`config.mk`:
```
export PLATFORM = sky130hd
export DESIGN_NAME = wirc_ctrl
export DESIGN_NICKNAME = d
export VERILOG_FILES = /design/src/hdl/wirc_pkg.sv /design/src/hdl/wirc_ctrl.sv
export SDC_FILE = /design/constraint.sdc
export NUM_CORES = 2
export LEC_CHECK = 0
export BUFFER_PORTS_ARGS = -buffer_cell sky130_fd_sc_hd__buf_2
export CORE_ASPECT_RATIO = 2
export CORE_UTILIZATION = 55
export CTS_BUF_LIST = sky130_fd_sc_hd__clkbuf_2
export CTS_CLUSTER_SIZE = 20
export DETAILED_ROUTE_END_ITERATION = 12
export GPL_TIMING_DRIVEN = 1
export PLACE_DENSITY_LB_ADDON = 0.08
export SLEW_MARGIN = 20
export SYNTH_ARGS = -nofsm -noshare
export SYNTH_HDL_FRONTEND = slang
export SYNTH_SLANG_ARGS = --single-unit
```
`constraint.sdc`:
```
create_clock -name clk -period 7.4 [get_ports clk]
set_input_delay 1.48 -clock clk [delete_from_list [all_inputs] [get_ports clk]]
set_output_delay 1.48 -clock clk [all_outputs]
set_load 0.03 [all_outputs]
```
`src/hdl/wirc_pkg.sv`:
```
// constants and carrier types for the wake, interrupt and ram-wipe controller
// Notes on behaviour
// - with main supply absent, a falling edge on key_wake_n requests system power-on.
// - key power-on works only with aux_backup_supply present and both enables set to 1.
// - with main supply present, a key_wake_n falling edge is an interrupt source instead.
// - the interrupt pin is active low and open drain, pulling low and never driving high.
// - the interrupt stays low while any status flag is set together with its enable bit.
// - when enabled, user_ram_wipe_n low fills all 242 user ram bytes with FFh.
// - an enabled wipe works whether or not main supply is present.
// - user_ram_wipe_n has an internal pull-up, so an open switch reads inactive.
// - a bus cycle without chip select latches the address but transfers no data.
// - below the power-fail threshold bus inputs are ignored; key wake may still work.
package wirc_pkg;

  // ---------------------------------------------------------------
  // register map (byte addresses, one word each)
  // ---------------------------------------------------------------
  localparam logic [7:0] ADDR_CTRL = 8'h00;
  localparam logic [7:0] ADDR_STATUS = 8'h04;
  localparam logic [7:0] ADDR_MASK = 8'h08;
  localparam logic [7:0] ADDR_LEVEL = 8'h0C;
  localparam logic [7:0] ADDR_RAM_BASE = 8'h10;
  localparam logic [7:0] ADDR_LAST_ADDR = 8'h14;

  // ---------------------------------------------------------------
  // control fields
  // ---------------------------------------------------------------
  localparam int CTRL_BACKUP_EN = 0;
  localparam int CTRL_KEY_EN = 1;
  localparam int CTRL_WIPE_EN = 2;
  localparam int CTRL_W = 3;
  localparam logic [2:0] CTRL_RESET = 3'h0;

  // status/mask bits
  localparam int ST_KEY_IRQ = 0;
  localparam int ST_POWER_ON = 1;
  localparam int ST_WIPE_DONE = 2;
  localparam int ST_W = 3;
  localparam logic [2:0] MASK_RESET = 3'h0;

  // ram geometry and wipe value
  localparam int RAM_BYTES = 242;
  localparam logic [7:0] WIPE_VALUE = 8'hFF;
  localparam logic [7:0] RAM_LAST = 8'hF1;

  // wishbone read data for unmapped addresses
  localparam logic [31:0] RD_UNMAPPED = 32'h0000_0000;

  typedef enum logic [1:0] {
    WIRC_WIPE_IDLE,
    WIRC_WIPE_RUN,
    WIRC_WIPE_HOLD
  } wirc_wipe_t;

  // wishbone request carrier
  typedef struct packed {
    logic cyc;
    logic stb;
    logic we;
    logic [3:0] sel;
    logic [7:0] adr;
    logic [31:0] dat;
  } wirc_wb_req_t;

  // pin level inputs after synchronisation
  typedef struct packed {
    logic key_n;
    logic wipe_n;
    logic main_ok;
    logic aux_ok;
  } wirc_pins_t;

endpackage : wirc_pkg

```
`src/hdl/wirc_ctrl.sv`:
```
// wake, interrupt and ram-wipe controller with a classic wishbone slave
//
// Chosen here: the register addresses and the Wishbone register port.
`timescale 1ns/1ps
module wirc_ctrl #(
  parameter int RAM_DEPTH = wirc_pkg::RAM_BYTES
) (
  input wire logic clk,
  input wire logic reset_n,
  input wire logic wb_cyc_i,
  input wire logic wb_stb_i,
  input wire logic wb_we_i,
  input wire logic [3:0] wb_sel_i,
  input wire logic [7:0] wb_adr_i,
  input wire logic [31:0] wb_dat_i,
  output logic [31:0] wb_dat_o,
  output logic wb_ack_o,
  input wire logic chip_sel_n,
  input wire logic main_supply_ok,
  input wire logic aux_backup_supply,
  input wire logic key_wake_n,
  input wire logic user_ram_wipe_n,
  input wire logic user_ram_wipe_pu,
  output logic irq_n_o,
  output logic irq_n_oe,
  output logic power_on_req,
  output logic wipe_busy
);

  // ---------------------------------------------------------------
  // pin synchronisers
  // ---------------------------------------------------------------
  wirc_pkg::wirc_pins_t pins_raw;
  wirc_pkg::wirc_pins_t sync1_reg;
  wirc_pkg::wirc_pins_t sync2_reg;
  wirc_pkg::wirc_pins_t sync1_next;
  wirc_pkg::wirc_pins_t sync2_next;
  logic key_prev_reg;
  logic key_prev_next;

  // internal pull-up: a floating wipe pin reads high
  always_comb begin
    pins_raw.key_n = key_wake_n;
    pins_raw.wipe_n = user_ram_wipe_n | user_ram_wipe_pu;
    pins_raw.main_ok = main_supply_ok;
    pins_raw.aux_ok = aux_backup_supply;
  end

  // two-stage sync; only stage two feeds logic
  always_comb begin
    sync1_next = pins_raw;
    sync2_next = sync1_reg;
    key_prev_next = sync2_reg.key_n;
  end

  always_ff @(posedge clk or negedge reset_n) begin
    if (!reset_n) begin
      sync1_reg <= '{key_n: 1'b1, wipe_n: 1'b1, main_ok: 1'b0, aux_ok: 1'b0};
      sync2_reg <= '{key_n: 1'b1, wipe_n: 1'b1, main_ok: 1'b0, aux_ok: 1'b0};
      key_prev_reg <= 1'b1;
    end else begin
      sync1_reg <= sync1_next;
      sync2_reg <= sync2_next;
      key_prev_reg <= key_prev_next;
    end
  end

  logic key_fall;
  assign key_fall = key_prev_reg & ~sync2_reg.key_n;

  // ---------------------------------------------------------------
  // wishbone slave, control, status and mask
  // ---------------------------------------------------------------
  logic [wirc_pkg::CTRL_W-1:0] ctrl_reg;
  logic [wirc_pkg::CTRL_W-1:0] ctrl_next;
  logic [wirc_pkg::ST_W-1:0] status_reg;
  logic [wirc_pkg::ST_W-1:0] status_next;
  logic [wirc_pkg::ST_W-1:0] mask_reg;
  logic [wirc_pkg::ST_W-1:0] mask_next;
  logic [7:0] last_addr_reg;
  logic [7:0] last_addr_next;
  logic ack_next;
  logic [31:0] dat_next;
  logic irq_next;
  logic pwr_reg;
  logic pwr_next;
  logic [wirc_pkg::ST_W-1:0] events;
  logic bus_live;
  logic acc;
  logic wr_ok;
  logic rd_ok;
  logic wipe_done_ev;
  logic [7:0] ram_rd;

  // bus accesses ignored while main supply is below the trip point
  assign bus_live = sync2_reg.main_ok;
  assign acc = wb_cyc_i & wb_stb_i & ~wb_ack_o;
  // without chip select the address is kept, data is not moved
  assign wr_ok = acc & wb_we_i & wb_sel_i[0] & bus_live & ~chip_sel_n;
  assign rd_ok = acc & ~wb_we_i & bus_live & ~chip_sel_n;

  // byte-lane write helper, low lane holds all fields
  function automatic logic [2:0] wirc_lane0(input logic [31:0] d);
    wirc_lane0 = d[2:0];
  endfunction : wirc_lane0

  always_comb begin
    ctrl_next = ctrl_reg;
    mask_next = mask_reg;
    last_addr_next = last_addr_reg;
    ack_next = acc;
    dat_next = wirc_pkg::RD_UNMAPPED;
    events = '0;
    // power-on request only on backup power with both enables and aux present
    events[wirc_pkg::ST_POWER_ON] = key_fall & ~sync2_reg.main_ok & sync2_reg.aux_ok
        & ctrl_reg[wirc_pkg::CTRL_BACKUP_EN] & ctrl_reg[wirc_pkg::CTRL_KEY_EN];
    // with main supply the key is an interrupt source
    events[wirc_pkg::ST_KEY_IRQ] = key_fall & sync2_reg.main_ok;
    events[wirc_pkg::ST_WIPE_DONE] = wipe_done_ev;
    status_next = status_reg;
    // address latched on every strobed cycle while main supply is up, chip select or not
    if (acc && bus_live) begin
      last_addr_next = wb_adr_i;
    end
    if (wr_ok) begin
      case (wb_adr_i)
        wirc_pkg::ADDR_CTRL: ctrl_next = wirc_lane0(wb_dat_i);
        wirc_pkg::ADDR_MASK: mask_next = wirc_lane0(wb_dat_i);
        default: ;
      endcase
    end
    if (rd_ok) begin
      case (wb_adr_i)
        wirc_pkg::ADDR_CTRL: dat_next = {29'h0, ctrl_reg};
        wirc_pkg::ADDR_STATUS: begin
          dat_next = {29'h0, status_reg};
          // read clears flags; host must clear all contributors
          status_next = '0;
        end
        wirc_pkg::ADDR_MASK: dat_next = {29'h0, mask_reg};
        wirc_pkg::ADDR_LEVEL: dat_next = {28'h0, sync2_reg};
        wirc_pkg::ADDR_RAM_BASE: dat_next = {24'h0, ram_rd};
        wirc_pkg::ADDR_LAST_ADDR: dat_next = {24'h0, last_addr_reg};
        default: dat_next = wirc_pkg::RD_UNMAPPED;
      endcase
    end
    // set wins over read clear
    status_next = status_next | events;
    // low while any flag and its enable are both set
    irq_next = ~|(status_next & mask_next);
    // power-on request held until main supply returns
    pwr_next = (pwr_reg | events[wirc_pkg::ST_POWER_ON]) & ~sync2_reg.main_ok;
  end

  always_ff @(posedge clk or negedge reset_n) begin
    if (!reset_n) begin
      ctrl_reg <= wirc_pkg::CTRL_RESET;
      status_reg <= '0;
      mask_reg <= wirc_pkg::MASK_RESET;
      last_addr_reg <= 8'h00;
      wb_ack_o <= 1'b0;
      wb_dat_o <= 32'h0000_0000;
      irq_n_o <= 1'b1;
      irq_n_oe <= 1'b0;
      pwr_reg <= 1'b0;
    end else begin
      ctrl_reg <= ctrl_next;
      status_reg <= status_next;
      mask_reg <= mask_next;
      last_addr_reg <= last_addr_next;
      wb_ack_o <= ack_next;
      wb_dat_o <= dat_next;
      // open drain: output level fixed low, only enable moves
      irq_n_o <= 1'b0;
      irq_n_oe <= ~irq_next;
      pwr_reg <= pwr_next;
    end
  end

  assign power_on_req = pwr_reg;

  // ---------------------------------------------------------------
  // user ram and wipe sequencer
  // ---------------------------------------------------------------
  logic [7:0] ram_mem [0:RAM_DEPTH-1];
  wirc_pkg::wirc_wipe_t wst_reg;
  wirc_pkg::wirc_wipe_t wst_next;
  logic [7:0] wptr_reg;
  logic [7:0] wptr_next;
  logic busy_reg;
  logic busy_next;
  logic [7:0] ram_wa;
  logic [7:0] ram_wd;
  logic ram_we;
  logic ram_wr_bus;

  // ram window: word at ADDR_RAM_BASE holds index in bits 15:8 on write
  assign ram_wr_bus = wr_ok & (wb_adr_i == wirc_pkg::ADDR_RAM_BASE) & ~busy_reg;
  assign ram_rd = ram_mem[wptr_reg];

  always_comb begin
    wst_next = wst_reg;
    wptr_next = wptr_reg;
    wipe_done_ev = 1'b0;
    ram_we = 1'b0;
    ram_wa = wb_dat_i[15:8];
    ram_wd = wb_dat_i[7:0];
    case (wst_reg)
      wirc_pkg::WIRC_WIPE_IDLE: begin
        // wipe when enabled, on main or backup power alike
        if (!sync2_reg.wipe_n && ctrl_reg[wirc_pkg::CTRL_WIPE_EN]) begin
          wst_next = wirc_pkg::WIRC_WIPE_RUN;
          wptr_next = 8'h00;
        end else if (ram_wr_bus) begin
          ram_we = 1'b1;
          wptr_next = wb_dat_i[15:8];
        end
      end
      wirc_pkg::WIRC_WIPE_RUN: begin
        ram_we = 1'b1;
        ram_wa = wptr_reg;
        ram_wd = wirc_pkg::WIPE_VALUE;
        wptr_next = wptr_reg + 8'h01;
        if (wptr_reg == wirc_pkg::RAM_LAST) begin
          wst_next = wirc_pkg::WIRC_WIPE_HOLD;
          wptr_next = 8'h00;
          wipe_done_ev = 1'b1;
        end
      end
      wirc_pkg::WIRC_WIPE_HOLD: begin
        // one wipe per press: wait for release
        if (sync2_reg.wipe_n) begin
          wst_next = wirc_pkg::WIRC_WIPE_IDLE;
        end
      end
      default: wst_next = wirc_pkg::WIRC_WIPE_IDLE;
    endcase
    busy_next = (wst_next == wirc_pkg::WIRC_WIPE_RUN);
  end

  always_ff @(posedge clk or negedge reset_n) begin
    if (!reset_n) begin
      wst_reg <= wirc_pkg::WIRC_WIPE_IDLE;
      wptr_reg <= 8'h00;
      busy_reg <= 1'b0;
    end else begin
      wst_reg <= wst_next;
      wptr_reg <= wptr_next;
      busy_reg <= busy_next;
    end
  end

  // ram array has no reset; writes only
  always_ff @(posedge clk) begin
    if (ram_we && ram_wa < 8'(RAM_DEPTH)) begin
      ram_mem[ram_wa] <= ram_wd;
    end
  end

  assign wipe_busy = busy_reg;

endmodule : wirc_ctrl

```
== Word-level counts from Yosys, hierarchy flattened ==
Memory sizes are Yosys's and may differ from the RTL's.
Cells that the tools add are included.

* Register bits: 73
* Memory bits (writable): 1,936
* Bits of input ports: 55
* Output and inout bits: 37
* Word-level logic and storage cells: 95
* Memories: 1

{| class="wikitable"
|+ Memories
! memory !! words !! width !! rd ports !! clocked after memory_dff !! wr ports !! RTL line !! source
|-
| ram_mem || 242 || 8 || 1 || 0 || 1 || wirc_ctrl.sv:185 || <nowiki>logic [7:0] ram_mem [0:RAM_DEPTH-1];</nowiki>
|}

* $add $sub $neg: 1
* $lt $le $gt $ge: 1
* Eq/ne operators: 10
* Mux-type cells: 23
* Bitwise gates (word level): 28
* Reductions and logical operators: 10

{| class="wikitable"
|+ Operators by type and width
! operator !! count
|-
| $mux W8 || 6
|-
| $pmux W8 S6 || 1
|-
| $and A1 B1 Y1 || 18
|-
| $eq A8 B4 Y1 const B || 2
|-
| $eq A8 B5 Y1 const B || 2
|-
| $pmux W8 S2 || 1
|-
| $mux W3 || 4
|-
| $add A8 B1 Y8 const B || 1
|-
| $eq A8 B3 Y1 const B || 1
|-
| $eq A8 B8 Y1 const B || 1
|-
| $logic_not A8 Y1 || 1
|-
| $lt A8 B8 Y1 const B || 1
|-
| $mux W1 || 6
|-
| $mux W2 || 3
|-
| $not A1 Y1 || 6
|-
| $pmux W2 S3 || 1
|-
| $eq A2 B1 Y1 const B || 2
|-
| $reduce_and A2 Y1 || 2
|-
| $and A3 B3 Y3 || 1
|-
| $logic_and A1 B1 Y1 || 3
|-
| $ne A3 B3 Y1 const B || 1
|-
| $or A3 B3 Y3 || 1
|-
| $reduce_or A3 Y1 || 1
|-
| $eq A2 B2 Y1 const B || 1
|-
| 5 further kinds || 6
|}

== Depth between registers and ports, before layout ==
* Depth after elaboration: 14
* Mapped depth: 12
* Mapped depth without buffers: 7

== Worst setup path before layout ==
Ideal clock, no wire load.

* Path kind: input port to flip-flop
* Start point: input port wb_dat_i[0]
* End point: memory ram_mem[0][0], data pin
* Setup time: 0.865 ns
* Arrival: 4.718 ns
* Data required time: 6.535 ns
* Path slack: 1.816 ns
* Stages: 1
* Path buffers: 0
* Cell sequence: nand2b_1

* Longest elaborated chain between the ends: 1

{| class="wikitable"
|+ Ends and longest elaborated chain
! item !! RTL line !! source
|-
| start, declared || wirc_ctrl.sv:15 || <nowiki>input wire logic [31:0] wb_dat_i,</nowiki>
|-
| $mux W8 || wirc_ctrl.sv:208 || <nowiki>case (wst_reg)</nowiki>
|-
| end, declared || wirc_ctrl.sv:185 ||
|}

Every way passes these cells.

== Worst setup path after layout ==
* Start point: register wptr_reg[1]
* End point: memory ram_mem[198][5] (enable)

* Longest elaborated chain between the ends: 5

{| class="wikitable"
|+ Ends and longest elaborated chain
! item !! RTL line !! source
|-
| start, declared || wirc_ctrl.sv:188 || <nowiki>logic [7:0] wptr_reg;</nowiki>
|-
| start signal, assigned || wirc_ctrl.sv:248 || <nowiki>wptr_reg <= wptr_next;</nowiki>
|-
| $mux W8 (*) || wirc_ctrl.sv:208 ||
|-
| $lt A8 B8 Y1 || wirc_ctrl.sv:255 || <nowiki>if (ram_we && ram_wa < 8'(RAM_DEPTH)) begin</nowiki>
|-
| $logic_and A1 B1 Y1 || wirc_ctrl.sv:255 ||
|-
| $mux W1 || wirc_ctrl.sv:255 ||
|-
| $mux W1 (not written as such) || wirc_ctrl.sv:256 || <nowiki>ram_mem[ram_wa] <= ram_wd;</nowiki>
|}

Every way passes the cells marked *; elsewhere a longest branch is shown, timed or not.

==> impl_table.tex <==
\begin{tabular}{lr}
\hline
Metric & Value \\
\hline
\multicolumn{2}{l}{\textbf{Status}} \\
\quad Status & completed \\
\multicolumn{2}{l}{\textbf{Clock network}} \\
\quad Clock latency reported for the late side of the worst-skew pair & 1590 ps \\
\quad Clock sink total & 1985 \\
\quad CTS tree & yes \\
\quad Post-CTS Setup Inserts & 0 \\
\quad Clock-pin slew reported for the worst setup and hold paths after clock tree synthesis & 130 ps \\
\quad Number of buffers on the longest clock path & 4 \\
\quad H-tree Lvls & 5 \\
\quad Clock Tree Root & sky130\_fd\_sc\_hd\_\_clkbuf\_2 \\
\quad Number of clock buffers inserted by TritonCTS & 415 \\
\multicolumn{2}{l}{\textbf{GRT}} \\
\quad Largest net degree at the start of global routing & 207 \\
\quad Antenna violations before repair & 5 \\
\quad Global-route wire length before repair & 307000 um \\
\quad Vias in the first global route & 42600 \\
\quad GRT Util Overall & 31.0\% \\
\quad Remaining Overflow, GRT & 0 \\
\multicolumn{2}{l}{\textbf{Final layout}} \\
\quad Top register by number of flip-flops & ram\_mem \\
\quad Number of flip-flops under the largest register name & 1936 \\
\quad Net count of the finished layout & 4140 \\
\quad Number of standard cells in the layout, taps in and fillers out & 6269 \\
\quad Layout cells sized above 1 & 29.9\% \\
\quad Synth-to-Final Area Change & 7.85\% \\
\quad Most frequent standard cell in the layout excluding fill and tap cells & sky130\_fd\_sc\_hd\_\_edfxtp\_1 \\
\quad Commonest cells after routing, fill and taps aside & 1936 x sky130\_fd\_sc\_hd\_\_edfxtp\_1, 561 x sky130\_fd\_sc\_hd\_\_clkbuf\_2, 472 x sky130\_fd\_sc\_hd\_\_mux4\_2 \\
\quad Core Util, Final & 59.9\% \\
\quad Number of fillers in the final layout & 10400 \\
\multicolumn{2}{l}{\textbf{STA}} \\
\quad Fin worst setup slack & 2600 ps \\
\quad Slew at the pin with the worst max-slew slack & 1270 ps \\
\quad Setup TNS & 0 ps \\
\quad Fraction of the cycle the final worst path needs & 64.9\% \\
\quad Minimum clock period after layout & 4800 ps \\
\quad Remaining max-slew budget at the tightest pin & 15.1\% \\
\quad Setup Skew & 116 ps \\
\quad Setup-failing EPs final & 0 \\
\quad Highest clock rate & 0.208 GHz \\
\quad Max-slew violations & 0 \\
\quad Total count of hold-check failures in the final report & 0 \\
\quad Setup repair after global routing missed its margin & false \\
\quad Worst hold slack & 196 ps \\
\multicolumn{2}{l}{\textbf{Placement}} \\
\quad Port Buffer Count & 48 \\
\quad Half-perimeter wire length after detailed placement & 134000 um \\
\quad \# placed instances & 5522 \\
\quad Routability congestion estimate & 0.877 \\
\quad Worst Setup Slack post-DPL & 1650 ps \\
\multicolumn{2}{l}{\textbf{Routing}} \\
\quad DRC viols & 0 \\
\quad Vias & 40500 \\
\quad Number of detailed-routing iterations run before antenna repair & 8 \\
\quad Total Routed Length & 218000 um \\
\quad Antenna violation net count after detailed routing & 0 \\
\quad Via-to-Cell Ratio & 6.46 \\
\quad Wire length per cell & 34.8 um \\
\quad Drt first-iter violations & 4250 \\
\multicolumn{2}{l}{\textbf{Die}} \\
\quad Die outline area & 143000 um2 \\
\quad Vert. Die Dim & 534 um \\
\quad Starting utilization of the core area & 55.5\% \\
\quad Io pins & 92 \\
\quad Die width & 268 um \\
\quad Core Rows & 194 \\
\quad Core region area & 140000 um2 \\
\multicolumn{2}{l}{\textbf{Setup path}} \\
\quad Worst Setup End Kind & flop \\
\quad Worst setup path category & flop to flop \\
\quad Ordered list of cells on the worst path & inv\_1 -> o31ai\_1 -> nand2\_1 -> buf\_4 -> nor2\_1 \\
\quad Required @ worst endpoint & 8550 ps \\
\quad Slowest stage cell, crit path & sky130\_fd\_sc\_hd\_\_dfrtp\_4 \\
\quad Largest fanout on the critical path & 33 \\
\quad Type of origin of the critical path & flop \\
\quad Data arrival time of the critical path & 5950 ps \\
\quad CP peak stage delay & 880 ps \\
\multicolumn{2}{l}{\textbf{Yosys}} \\
\quad Number of storage elements in the synthesis netlist & 1985 \\
\quad Leading register cell type out of synthesis & sky130\_fd\_sc\_hd\_\_edfxtp\_1 \\
\quad Synthesis warning total & 0 \\
\quad Library cells used by synthesis & 69 \\
\quad Mapped cell area & 77800 um2 \\
\quad Portion of the post-synthesis area used by sequential elements & 76.3\% \\
\quad Synthesized instance count & 3755 \\
\quad Mean area per synthesized cell & 20.7 um2 \\
\quad Async SR Flop Fraction & 2.47\% \\
\quad Number of flops mapped to enable cells by yosys & 1936 \\
\multicolumn{2}{l}{\textbf{Run}} \\
\quad Reported max-cap violation count & 0 \\
\multicolumn{2}{l}{\textbf{Power}} \\
\quad IR drop worst, VDD & 0.117 mV \\
\quad Pwr/cell area & 260 nW/um2 \\
\quad Static leakage & 0.0262 uW \\
\multicolumn{2}{l}{\textbf{Hold path}} \\
\quad Class of the worst hold path & primary input to flop \\
\hline
\end{tabular}
-- logic make-up after synthesis --
| group | Yosys count | synth area share, % |
|---|---|---|
| AO/OA/AOI/OAI | 303 | 2.81 |
| other | 1 | 0.00482 |
| multiplexers | 646 | 16.0 |
| flip-flops | 1985 | 76.3 |
| AND/OR/NAND/NOR | 561 | 3.19 |
| buffers and inverters | 257 | 1.66 |
| adder cells (fa/ha/maj) | 2 | 0.0322 |
-- per-stage QoR --
stage               cell area [um2]  power, uW
global route                  83900      22500
floorplan                     77900      14600
CTS                           83800      21900
global placement              80100      15600
finish                        83900      21800
detailed placement            80100      15700
-- routing by layer --
layer / track usage [%] / wire length, um / up-vias
li1: - / - / 16500
met1: 36.2 / 73000 / 21300
met2: 52.1 / 112000 / 2235
met3: 6.20 / 17200 / 576
met4: 20.2 / 16100 / 2
met5: 0 / 15 / -
-- final timing paths --
| check | start | slack (ps) | depth (start not counted) | end |
|---|---|---|---|---|
| max | wptr_reg[1] | 2600 | 5 | ram_mem[198][5] |
| min | wb_stb_i | 200 | 3 | wb_ack_o |
| max reg2reg | wptr_reg[1] | 2600 | 5 | ram_mem[198][5] |
| min reg2reg | sync1_reg[1] | 360 | 0 | bus_live |
| max in group asynchronous | reset_n | 6410 | 2 | sync1_reg[0] |
| min in group asynchronous | reset_n | 500 | 2 | wptr_reg[6] |
-- cell usage after synthesis (all sizes together) (9+ instances only) --
cell type | n | area share [%]
o22ai | 15 | 0.12
o31ai | 10 | 0.097
a22o | 10 | 0.11
o221ai | 11 | 0.12
nand2 | 129 | 0.63
nand2b | 22 | 0.18
a22oi | 67 | 0.65
nand4 | 12 | 0.097
nor2 | 282 | 1.4
buf | 175 | 1.3
and3 | 11 | 0.088
a21oi | 36 | 0.23
nand3 | 27 | 0.17
mux2 | 41 | 0.59
dfrtp | 43 | 1.4
nand3b | 9 | 0.087
mux4 | 472 | 14
clkbuf | 74 | 0.36
nor2b | 15 | 0.12
mux2i | 133 | 1.7
nor3 | 22 | 0.14
edfxtp | 1936 | 75
a31oi | 17 | 0.14
o21ai | 40 | 0.26
a211oi | 18 | 0.17
a221oi | 22 | 0.25
-- area by class of cell --
class | count | area [um2] | share of cell area (%)
inverter | 8 | 32.5 | 0.0388
multi-input combinational | 1537 | 17400 | 20.7
timing repair buffer | 136 | 1110 | 1.32
clock buffer | 561 | 2810 | 3.35
tap | 1862 | 2330 | 2.78
clock inverter | 161 | 806 | 0.961
sequential | 1985 | 59400 | 70.8
antenna | 19 | 47.5 | 0.0567
-- report_power, final --
| part | total [uW] | internal (uW) | switching, uW |
|---|---|---|---|
| logic | 3040 | 1160 | 1880 |
| clock network | 6390 | 2270 | 4120 |
| registers | 12400 | 12300 | 55.4 |
-- critical path: cells and delay by family, from the launching register on --
| kind | cells | cell delay [ps] |
|---|---|---|
| flops | 1 | 880 |
| compound gates | 1 | 820 |
| buf+inv | 2 | 1080 |
| simple gates | 2 | 1560 |
-- timing repair --
action	CTS	global route
endpoints found under the setup margin	0	0
gates resized for setup	0	0
endpoints found under the hold margin	3	19
hold buffers	3	1
Note: power is estimated with default switching activity, not from simulation.
